[config.mk]
export PLATFORM = sky130hd
export DESIGN_NAME = att_top
export DESIGN_NICKNAME = d
export VERILOG_FILES = /design/src/att_pkg.sv /design/src/att_top.sv
export VERILOG_INCLUDE_DIRS = /design/src /design/src/src
export SDC_FILE = /design/constraint.sdc
export NUM_CORES = 2
export LEC_CHECK = 0
export BUFFER_PORTS_ARGS = -buffer_cell sky130_fd_sc_hd__buf_2
export CAP_MARGIN = 40
export CORE_UTILIZATION = 60
export CTS_CLUSTER_SIZE = 14
export DETAILED_ROUTE_END_ITERATION = 7
export PLACE_DENSITY = 0.86
export SLEW_MARGIN = 0
export SYNTH_ARGS = -nofsm -noshare
export SYNTH_HDL_FRONTEND = slang
export SYNTH_SLANG_ARGS = --single-unit
[constraint.sdc]
create_clock -name SYS_CLK -period 14.15 [get_ports SYS_CLK]
set_input_delay 2.83 -clock SYS_CLK [delete_from_list [all_inputs] [get_ports SYS_CLK]]
set_output_delay 2.83 -clock SYS_CLK [all_outputs]
set_load 0.005 [all_outputs]
[src/att_map.svh]
// Constants for the acquisition timing and trigger block.
// Assumes a 200 MHz system clock and a classic Wishbone slave.
`ifndef ATT_MAP_SVH
`define ATT_MAP_SVH
`define ATT_CLK_HZ        200_000_000
`define ATT_REF_HZ        100_000_000
`define ATT_RATE_MAX_SPS  25_600
`define ATT_RATE_MIN_SPS  1
`define ATT_REG_CTRL      6'h00
`define ATT_REG_STATUS    6'h04
`define ATT_REG_DIV       6'h08
`define ATT_REG_OSDIV     6'h0C
`define ATT_REG_PRE       6'h10
`define ATT_REG_POST      6'h14
`define ATT_REG_LVL_HI    6'h18
`define ATT_REG_LVL_LO    6'h1C
`define ATT_REG_DATA      6'h20
`define ATT_REG_DELAY     6'h24
`define ATT_REG_COUNT     6'h28
`define ATT_CTRL_RUN      0
`define ATT_CTRL_SPT      1
`define ATT_CTRL_EXTCLK   2
`define ATT_CTRL_BPREF    3
`define ATT_CTRL_SRC      4
`define ATT_CTRL_FALL     5
`define ATT_CTRL_REFEN    6
`define ATT_CTRL_CH_LO    8
`define ATT_CTRL_TMODE_LO 10
`define ATT_CTRL_ROUTE_LO 12
`define ATT_CTRL_START_REQ 15
`define ATT_CTRL_DTRIG    16
`define ATT_ST_OVR        0
`define ATT_ST_FULL       1
`define ATT_ST_ARMED      2
`define ATT_ST_DONE       3
`define ATT_ST_RUN        4
`define ATT_ST_FIRED      5
`define ATT_DIV_RST       32'h0000_1E85
`define ATT_OSDIV_RST     16'h0001
`define ATT_DELAY_RST     32'h0000_0010
`endif

[src/att_pkg.sv]
// Types for the acquisition timing and trigger block.
// Assumes att_map.svh is on the include path.
package att_pkg;
  typedef enum logic [1:0] {
    ATT_TRIG_LEVEL,
    ATT_TRIG_HYST,
    ATT_TRIG_WINDOW,
    ATT_TRIG_RSVD
  } att_trig_e;
  typedef enum {
    ATT_IDLE,
    ATT_WAIT_START,
    ATT_PRE,
    ATT_ARMED,
    ATT_POST,
    ATT_DONE
  } att_state_e;
endpackage : att_pkg

[src/att_top.sv]
// Acquisition timing and trigger controller with Wishbone registers.
// Assumes demodulated words arrive synchronous to SYS_CLK, one per
// channel, and that the host pops data through the data register.
`timescale 1ns/1ps
`include "att_map.svh"
module att_top
  import att_pkg::*;
#(
  parameter int NCH   = 4,
  parameter int DW    = 24,
  parameter int DEPTH = 16,
  parameter int NBP   = 8
) (
  input  wire logic              SYS_CLK,
  input  wire logic              ARST_N,
  input  wire logic              WB_CYC_I,
  input  wire logic              WB_STB_I,
  input  wire logic              WB_WE_I,
  input  wire logic [5:0]        WB_ADR_I,
  input  wire logic [3:0]        WB_SEL_I,
  input  wire logic [31:0]       WB_DAT_I,
  output logic      [31:0]       WB_DAT_O,
  output logic                   WB_ACK_O,
  input  wire logic              BP_REF_CLK_SEL_OK,
  input  wire logic              EXT_SAMPLE_CLK,
  input  wire logic [NBP-1:0]    BP_TRIG_IN,
  input  wire logic              FRONT_TRIGGER_PIN_IN,
  input  wire logic [NCH*DW-1:0] DEMOD_DATA,
  output logic                   FRONT_TRIGGER_PIN_OUT,
  output logic                   FRONT_TRIGGER_PIN_OE,
  output logic [NBP-1:0]         BP_TRIG_OUT,
  output logic [NBP-1:0]         BP_TRIG_OE,
  output logic                   OVERSAMPLE_CLK,
  output logic                   REF_SEL_BACKPLANE,
  output logic                   SAMPLE_CLK_OUT,
  output logic                   SAMPLE_VALID,
  output logic [NCH*DW-1:0]      SAMPLE_DATA
);
  localparam int AW = $clog2(DEPTH);
  // Round up so the clamped rate never exceeds the top rate
  localparam logic [31:0] DIV_MIN =
    32'((`ATT_CLK_HZ + `ATT_RATE_MAX_SPS - 1) / `ATT_RATE_MAX_SPS);
  localparam logic [31:0] DIV_MAX =
    32'(`ATT_CLK_HZ / `ATT_RATE_MIN_SPS);

  function automatic logic [DW-1:0] chan(input logic [NCH*DW-1:0] v,
                                         input logic [1:0] i);
    chan = v[i*DW +: DW];
  endfunction : chan

  logic [31:0]      ctrl_reg, div_reg, pre_reg, post_reg, delay_reg;
  logic [15:0]      osdiv_reg;
  logic [DW-1:0]    lvl_hi_reg, lvl_lo_reg;
  logic             ovr_reg, fired_reg, ack_reg;
  logic [31:0]      dat_reg;
  att_state_e       state_reg;
  logic [31:0]      tick_cnt_reg, pre_cnt_reg, post_cnt_reg;
  logic [31:0]      dly_cnt_reg;
  logic             int_tick_reg;
  logic [15:0]      os_cnt_reg;
  logic             os_clk_reg;
  logic [2:0]       ext_sync_reg;
  logic [2:0]       trig_sync_reg;
  logic             above_reg, hyst_reg;
  logic             pending_reg;
  logic [NCH*DW-1:0] hold_reg;
  logic [NCH*DW-1:0] mem [DEPTH];
  logic [AW:0]      wp_reg, rp_reg;
  logic [1:0]       lane_reg;
  logic             sclk_out_reg, valid_reg, ftp_reg, ref_evt_reg;
  logic [NCH*DW-1:0] sdata_reg;

  wire run     = ctrl_reg[`ATT_CTRL_RUN];
  wire spt     = ctrl_reg[`ATT_CTRL_SPT];
  wire refen   = ctrl_reg[`ATT_CTRL_REFEN];
  wire [1:0] ch_sel = ctrl_reg[`ATT_CTRL_CH_LO +: 2];
  att_trig_e tmode;
  assign tmode = att_trig_e'(ctrl_reg[`ATT_CTRL_TMODE_LO +: 2]);
  wire wb_req  = WB_CYC_I && WB_STB_I && !ack_reg;
  wire wb_wr   = wb_req && WB_WE_I;
  wire data_rd = wb_req && !WB_WE_I && WB_ADR_I == `ATT_REG_DATA;
  wire [AW:0] fill = wp_reg - rp_reg;
  wire empty = fill == '0;
  wire full  = fill == (AW+1)'(DEPTH);

  // Bus slave: one wait state, ack drops after one cycle
  always_ff @(posedge SYS_CLK or negedge ARST_N) begin
    if (!ARST_N) begin
      ack_reg <= 1'b0;
    end else begin
      ack_reg <= wb_req;
    end
  end
  assign WB_ACK_O = ack_reg;
  assign WB_DAT_O = dat_reg;

  // clamp pacing divider to rate limits
  // any divider down to 1 S/s allowed
  function automatic logic [31:0] clamp_div(input logic [31:0] d);
    if (d < DIV_MIN) clamp_div = DIV_MIN;
    else if (d > DIV_MAX) clamp_div = DIV_MAX;
    else clamp_div = d;
  endfunction : clamp_div

  always_ff @(posedge SYS_CLK or negedge ARST_N) begin
    if (!ARST_N) begin
      ctrl_reg   <= '0;
      div_reg    <= `ATT_DIV_RST;
      osdiv_reg  <= `ATT_OSDIV_RST;
      pre_reg    <= '0;
      post_reg   <= '0;
      lvl_hi_reg <= '0;
      lvl_lo_reg <= '0;
      delay_reg  <= `ATT_DELAY_RST;
    end else if (wb_wr && WB_SEL_I == 4'hF) begin
      unique case (WB_ADR_I)
        `ATT_REG_CTRL:   ctrl_reg   <= WB_DAT_I;
        `ATT_REG_DIV:    div_reg    <= clamp_div(WB_DAT_I);
        `ATT_REG_OSDIV:  osdiv_reg  <= (WB_DAT_I[15:0] == '0) ?
                                       16'h0001 : WB_DAT_I[15:0];
        `ATT_REG_PRE:    pre_reg    <= WB_DAT_I;
        `ATT_REG_POST:   post_reg   <= WB_DAT_I;
        `ATT_REG_LVL_HI: lvl_hi_reg <= WB_DAT_I[DW-1:0];
        `ATT_REG_LVL_LO: lvl_lo_reg <= WB_DAT_I[DW-1:0];
        `ATT_REG_DELAY:  delay_reg  <= WB_DAT_I;
        default: ;
      endcase
    end
  end

  // Read mux; data register pops one channel word per read
  always_ff @(posedge SYS_CLK or negedge ARST_N) begin
    if (!ARST_N) begin
      dat_reg <= '0;
    end else if (wb_req && !WB_WE_I) begin
      unique case (WB_ADR_I)
        `ATT_REG_CTRL:   dat_reg <= ctrl_reg;
        `ATT_REG_STATUS: dat_reg <= {26'h0, fired_reg, state_reg != ATT_IDLE,
                                     state_reg == ATT_DONE,
                                     state_reg == ATT_ARMED, full, ovr_reg};
        `ATT_REG_DIV:    dat_reg <= div_reg;
        `ATT_REG_OSDIV:  dat_reg <= {16'h0, osdiv_reg};
        `ATT_REG_PRE:    dat_reg <= pre_reg;
        `ATT_REG_POST:   dat_reg <= post_reg;
        `ATT_REG_LVL_HI: dat_reg <= 32'(lvl_hi_reg);
        `ATT_REG_LVL_LO: dat_reg <= 32'(lvl_lo_reg);
        `ATT_REG_DATA:   dat_reg <= empty ? 32'h0 :
          32'(chan(mem[rp_reg[AW-1:0]], lane_reg));
        `ATT_REG_DELAY:  dat_reg <= delay_reg;
        `ATT_REG_COUNT:  dat_reg <= 32'(fill);
        default:         dat_reg <= 32'h0000_0000;
      endcase
    end
  end

  // oversample clock divided from 200 MHz SYS_CLK
  // converters run only from this internal divider
  always_ff @(posedge SYS_CLK or negedge ARST_N) begin
    if (!ARST_N) begin
      os_cnt_reg <= '0;
      os_clk_reg <= 1'b0;
    end else if (os_cnt_reg >= osdiv_reg) begin
      os_cnt_reg <= '0;
      os_clk_reg <= !os_clk_reg;
    end else begin
      os_cnt_reg <= os_cnt_reg + 16'h0001;
    end
  end

  // reference source select, backplane needs lock
  always_ff @(posedge SYS_CLK or negedge ARST_N) begin
    if (!ARST_N) begin
      REF_SEL_BACKPLANE <= 1'b0;
      OVERSAMPLE_CLK    <= 1'b0;
    end else begin
      REF_SEL_BACKPLANE <= ctrl_reg[`ATT_CTRL_BPREF] && BP_REF_CLK_SEL_OK;
      OVERSAMPLE_CLK    <= os_clk_reg;
    end
  end

  // two-stage synchronisers, third flop for edges
  wire trig_raw = ctrl_reg[`ATT_CTRL_SRC] ? FRONT_TRIGGER_PIN_IN :
                  BP_TRIG_IN[ctrl_reg[`ATT_CTRL_DTRIG +: 3]];
  always_ff @(posedge SYS_CLK or negedge ARST_N) begin
    if (!ARST_N) begin
      ext_sync_reg  <= '0;
      trig_sync_reg <= '0;
    end else begin
      ext_sync_reg  <= {ext_sync_reg[1:0], EXT_SAMPLE_CLK};
      trig_sync_reg <= {trig_sync_reg[1:0], trig_raw};
    end
  end
  // polarity selects rising or falling edge
  wire dtrig = ctrl_reg[`ATT_CTRL_FALL] ?
               (trig_sync_reg[2] && !trig_sync_reg[1]) :
               (!trig_sync_reg[2] && trig_sync_reg[1]);
  wire ext_tick = !ext_sync_reg[2] && ext_sync_reg[1];

  // internal pacing counter or imported clock
  always_ff @(posedge SYS_CLK or negedge ARST_N) begin
    if (!ARST_N) begin
      tick_cnt_reg <= '0;
      int_tick_reg <= 1'b0;
    end else if (!run || tick_cnt_reg >= div_reg - 32'h1) begin
      tick_cnt_reg <= '0;
      int_tick_reg <= run;
    end else begin
      tick_cnt_reg <= tick_cnt_reg + 32'h1;
      int_tick_reg <= 1'b0;
    end
  end
  // one tick strobes all channels together
  wire tick = ctrl_reg[`ATT_CTRL_EXTCLK] ? (ext_tick && run) : int_tick_reg;

  wire [DW-1:0] mon = chan(DEMOD_DATA, ch_sel);
  wire gt_hi = $signed(mon) > $signed(lvl_hi_reg);
  wire lt_lo = $signed(mon) < $signed(lvl_lo_reg);
  wire in_win = !gt_hi && !lt_lo;
  logic cond;
  // level edge, hysteresis edge, window entry
  always_comb begin
    cond = 1'b0;
    unique case (tmode)
      ATT_TRIG_LEVEL:  cond = gt_hi && !above_reg;
      ATT_TRIG_HYST:   cond = gt_hi && hyst_reg;
      ATT_TRIG_WINDOW: cond = in_win && !above_reg;
      ATT_TRIG_RSVD:   cond = 1'b0;
    endcase
  end
  always_ff @(posedge SYS_CLK or negedge ARST_N) begin
    if (!ARST_N) begin
      above_reg <= 1'b0;
      hyst_reg  <= 1'b0;
    end else if (tick) begin
      above_reg <= (tmode == ATT_TRIG_WINDOW) ? in_win : gt_hi;
      if (lt_lo) hyst_reg <= 1'b1;
      else if (gt_hi) hyst_reg <= 1'b0;
    end
  end

  // Sequencer: start, pre-count, armed, post-count
  always_ff @(posedge SYS_CLK or negedge ARST_N) begin
    if (!ARST_N) begin
      state_reg    <= ATT_IDLE;
      pre_cnt_reg  <= '0;
      post_cnt_reg <= '0;
      fired_reg    <= 1'b0;
      ref_evt_reg  <= 1'b0;
    end else begin
      ref_evt_reg <= 1'b0;
      if (!run) begin
        state_reg <= ATT_IDLE;
      end else begin
        unique case (state_reg)
          ATT_IDLE: begin
            fired_reg   <= 1'b0;
            pre_cnt_reg <= '0;
            // start waits for digital trigger only if start request bit set
            state_reg <= ATT_WAIT_START;
          end
          ATT_WAIT_START: begin
            // Own bit, so every backplane line can start a run
            if (dtrig || !ctrl_reg[`ATT_CTRL_START_REQ]) begin
              state_reg <= refen ? ATT_PRE : ATT_POST;
            end
          end
          ATT_PRE: begin
            if (tick) pre_cnt_reg <= pre_cnt_reg + 32'h1;
            if (pre_cnt_reg >= pre_reg) state_reg <= ATT_ARMED;
          end
          ATT_ARMED: begin
            // fire on next condition once armed
            if (tick && cond) begin
              fired_reg    <= 1'b1;
              ref_evt_reg  <= 1'b1;
              post_cnt_reg <= '0;
              state_reg    <= ATT_POST;
            end
          end
          ATT_POST: begin
            // finite post count when reference used
            if (tick && refen) begin
              post_cnt_reg <= post_cnt_reg + 32'h1;
              if (post_cnt_reg + 32'h1 >= post_reg) state_reg <= ATT_DONE;
            end
          end
          ATT_DONE: ;
        endcase
      end
    end
  end
  // samples counted only after start taken
  wire acq_tick = tick && (state_reg == ATT_PRE ||
                           state_reg == ATT_ARMED ||
                           state_reg == ATT_POST);

  // latch at tick, release after filter delay
  always_ff @(posedge SYS_CLK or negedge ARST_N) begin
    if (!ARST_N) begin
      dly_cnt_reg <= '0;
      pending_reg <= 1'b0;
      hold_reg    <= '0;
    end else if (acq_tick) begin
      hold_reg    <= DEMOD_DATA;
      pending_reg <= 1'b1;
      dly_cnt_reg <= delay_reg;
    end else if (pending_reg && dly_cnt_reg != '0) begin
      dly_cnt_reg <= dly_cnt_reg - 32'h1;
    end else begin
      pending_reg <= 1'b0;
    end
  end
  wire release_s = pending_reg && dly_cnt_reg == '0 && !acq_tick;

  // buffered mode queues samples for burst reads
  wire push = release_s && !spt && !full;
  wire pop  = data_rd && !empty && lane_reg == 2'(NCH-1);
  always_ff @(posedge SYS_CLK or negedge ARST_N) begin
    if (!ARST_N) begin
      wp_reg   <= '0;
      rp_reg   <= '0;
      lane_reg <= '0;
    end else begin
      if (!run) begin
        wp_reg <= '0;
        rp_reg <= '0;
      end else begin
        if (push) wp_reg <= wp_reg + (AW+1)'(1);
        if (pop)  rp_reg <= rp_reg + (AW+1)'(1);
      end
      if (data_rd && !empty) lane_reg <= pop ? 2'd0 : lane_reg + 2'd1;
    end
  end
  always_ff @(posedge SYS_CLK) begin
    if (push) mem[wp_reg[AW-1:0]] <= hold_reg;
  end

  // host late if valid still unread at release
  // sticky until host writes one to clear
  wire late = release_s && ((spt && valid_reg) || (!spt && full));
  wire ovr_clr = wb_wr && WB_ADR_I == `ATT_REG_STATUS &&
                 WB_SEL_I[0] && WB_DAT_I[`ATT_ST_OVR];
  always_ff @(posedge SYS_CLK or negedge ARST_N) begin
    if (!ARST_N) begin
      ovr_reg <= 1'b0;
    end else if (late) begin
      ovr_reg <= 1'b1;
    end else if (ovr_clr) begin
      ovr_reg <= 1'b0;
    end
  end

  // single-point pushes each sample at once
  always_ff @(posedge SYS_CLK or negedge ARST_N) begin
    if (!ARST_N) begin
      valid_reg <= 1'b0;
      sdata_reg <= '0;
    end else if (release_s && spt) begin
      valid_reg <= 1'b1;
      sdata_reg <= hold_reg;
    end else begin
      valid_reg <= 1'b0;
    end
  end
  assign SAMPLE_VALID = valid_reg;
  assign SAMPLE_DATA  = sdata_reg;

  // reference event routed to trigger outputs
  always_ff @(posedge SYS_CLK or negedge ARST_N) begin
    if (!ARST_N) begin
      sclk_out_reg <= 1'b0;
      ftp_reg      <= 1'b0;
      BP_TRIG_OUT  <= '0;
      BP_TRIG_OE   <= '0;
      FRONT_TRIGGER_PIN_OE <= 1'b0;
    end else begin
      sclk_out_reg <= tick;
      ftp_reg      <= ref_evt_reg && ctrl_reg[`ATT_CTRL_ROUTE_LO];
      FRONT_TRIGGER_PIN_OE <= ctrl_reg[`ATT_CTRL_ROUTE_LO];
      BP_TRIG_OE   <= ctrl_reg[`ATT_CTRL_ROUTE_LO + 1] ?
                      NBP'(1) << ctrl_reg[`ATT_CTRL_DTRIG + 4 +: 3] : '0;
      BP_TRIG_OUT  <= ref_evt_reg ? '1 : '0;
    end
  end
  assign SAMPLE_CLK_OUT        = sclk_out_reg;
  assign FRONT_TRIGGER_PIN_OUT = ftp_reg;
endmodule : att_top
==> flow_summary.toml <==
[die]
fp.dieH_um = 390.4
start_util = 0.6044
coreArea_um2 = 149800
dieArea_um2 = 152400
io_pins = 305
fp-row-count = 142
fp.dieW_um = 390.4

[clocking]
post_cts_buffers = 0
cts_inserted_buffers = 204
cts_tree = "built"
htreeDepth = 4
cts_hold_buf = 0
cts.sinks = 2173
cts-root-buf = "clkbuf_16"
ctsResizeCount = 0
clk_pin_slew_ns = 0.06
cts_max_path_buffers = 3
insertion_delay_ns = 0.90

[sta]
hold_viol = 0
worst_pin_slew_ns = 1.077
slew_viol_final = 0
fmax_mhz = 153.9
rsz0062_at_grt = "false"
setup_viol = 0
maxSlewHeadroom = 0.2817
finalCriticalPeriod_ns = 6.500
finClkSkew_ns = 0.09451
final.setup.tns_ns = 0
min_period_over_period = 0.4593

[detailed_routing]
wl_per_cell_um = 38.49
drt_wl_total_um = 301700
drc = 82
drt_iter0_markers = 9700
firstDrtPassIters = 8
post_drt_via_cell_ratio = 7.305
vias = 57260
antenna_left = 0

[synthesis]
ys_ff_latch = 2173
synth_edf_count = 1536
syn-num-nets = 5597
synthDistinctLibCells = 76
syn-cell-area_um2 = 90520
synthArstFlopShare = 0.2931
syn_area_per_cell_um2 = 17.19
synth_flop_cell = "edfxtp_1"
ys_warn_count = 0
ys_seq_area_frac = 0.6858
netlist_instances = 5267

[critical_path]
reg2regPathDepth = 14
critical-path-max-stage-delay_ns = 0.58
critPathKind = "in -> reg"
crit_fanout = 33
r2r-start = "ext_sync_reg[1]"
r2r_slack_ns = 7.69
arrival_ns = 7.24
cp.depth = 14
worstPathRequired_ns = 14.89
critPathSlowestCell = "mux2i_1"
crit_family = "multiplexers"
reg2reg_to = "mem[11][7]"
critPathCaptureType = "register"
crit_path_start_kind = "input pin"
worstPathBufferInverterCount = 3
crit_chain = "buf_2 > mux4_2 > ha_1 > nand4_1 > nor2_1 > o211ai_1 > o21ai_0 > mux2i_1 > mux2i_1 > buf_4 > a31oi_2 > buf_4 > o21ai_0 > o31ai_1"

[finish]
drive_above_1_share = 0.2796
area_delta_synth_final_pct = 12.86
final_cells = 7839
nFillCells = 8628
fin_nets = 5961
largest_reg_flops = 1536
design_area_um2 = 102200

[outcome]
violations = "DRC"
status = "finished, violations left"

[placement]
portBuffers = 304
globalplace.congestion = 0.9423
dpl-instance-area_um2 = 95210
dp_hpwl_um = 178200
place_inst = 7440

[grt]
first_global_vias = 57170
globalRouteTotalUtil = 0.3998
overflow = 0
grt_pass1_wl_um = 424600
grt_max_degree = 141
antenna_found_initial = 36

[power_and_ir_drop]
ir_worst_vdd_mv = 0.1153
p_leak_nw = 41.46
p_per_area_nw_per_um2 = 124.7

[min_path]
hold_end = "trig_sync_reg[1]"
holdCritPathClass = "reg -> reg"
min_from = "trig_sync_reg[0]"
hold-path-cell-count = 0

[flow_run]
cap_violations = 0
-- cells in the mapped netlist (23+ instances only) --
library cell / number / area, µm²
edfxtp_1: 1536 / 46120
dfrtp_1: 628 / 15720
mux4_2: 530 / 11940
nand2_1: 464 / 1742
mux2_2: 289 / 3254
nor2_1: 233 / 874.6
clkbuf_1: 189 / 709.4
ha_1: 175 / 2190
inv_1: 163 / 611.8
o21ai_0: 102 / 510.5
xnor2_1: 97 / 849.6
a21oi_1: 83 / 415.4
xor2_1: 76 / 665.6
nand3_1: 73 / 365.4
buf_1: 61 / 229.0
a22o_1: 46 / 402.9
nand4_1: 46 / 287.8
nor3_1: 46 / 230.2
and3_1: 29 / 181.4
a21o_1: 28 / 210.2
a221oi_1: 28 / 245.2
nor4_1: 28 / 175.2
and2_1: 23 / 143.9
-- kinds of logic after synthesis --
logic type	share of synthesized area
fa+ha+maj	0.02441
simple gates	0.05163
flops	0.6858
xor+xnor	0.01674
compound gates	0.03374
mux	0.1688
buf+inv	0.01890
-- where the power goes --
part           internal, mW  switching, mW
clock network          3.14           2.59
registers              6.77         0.0301
logic                0.0679          0.143
total                  9.98           2.76
-- cells in the final DEF (no fill, tap or decap), drive strengths merged, types with 22 or more instances in the layout --
cell type and instances:
and2 26, nor3 48, inv 168, buf 432, a31oi 22, dfrtp 628, clkinv 58, nor2 233
nand4 46, and3 29, edfxtp 1536, a22oi 22, xor2 76, xnor2 97, a22o 46, nor2b 22
nor4 29, a21oi 83, clkbuf 312, nand3 74, nand2b 22, ha 175, mux4 530, a221oi 28
nand2 464, a21o 28, o21ai 103, mux2 289
-- metrics by stage --
stage	power (mW)	utilization	worst slack, ns	hold slack [ns]
after floorplan	6.980	-	1.336	0.3312
after global placement	7.117	0.6303	7.070	0.3497
after detailed placement	7.129	0.6357	7.287	0.3372
after CTS	12.72	0.6818	7.972	0.3601
after global routing	12.96	0.6819	7.632	0.3724
final	12.74	0.6821	7.650	0.3587
-- how the worst max path moves through the flow --
stage / endpoint / startpoint / slack, ns
finish: post_cnt_reg[27] / DEMOD_DATA[69] / 7.65
global route: post_cnt_reg[9] / DEMOD_DATA[87] / 7.63
CTS: post_cnt_reg[25] / DEMOD_DATA[23] / 7.97
detailed placement: post_cnt_reg[30] / DEMOD_DATA[87] / 7.29
global placement: post_cnt_reg[23] / DEMOD_DATA[23] / 7.07
floorplan: mem[1][0] / rp_reg[2] / 1.34
-- routing by layer --
metal  global-route usage  up-vias  wire (µm)
li1                     -    21220          -
met1               0.4830    28430      91770
met2               0.5910     6015     134200
met3               0.1721     1563      50920
met4               0.2564       32      24550
met5                    0        -        307
-- layout make-up --
cell class	count	area, µm²	area share
clock buffer	311	6061	0.05933
tap	2016	2522	0.02469
sequential	2173	62090	0.6078
multi-input combinational	2655	26900	0.2634
inverter	164	620.6	0.006075
clock inverter	75	850.8	0.008328
timing repair buffer	433	3078	0.03013
antenna	12	30.03	0.0002939
Power figures use the tool's default switching activity.
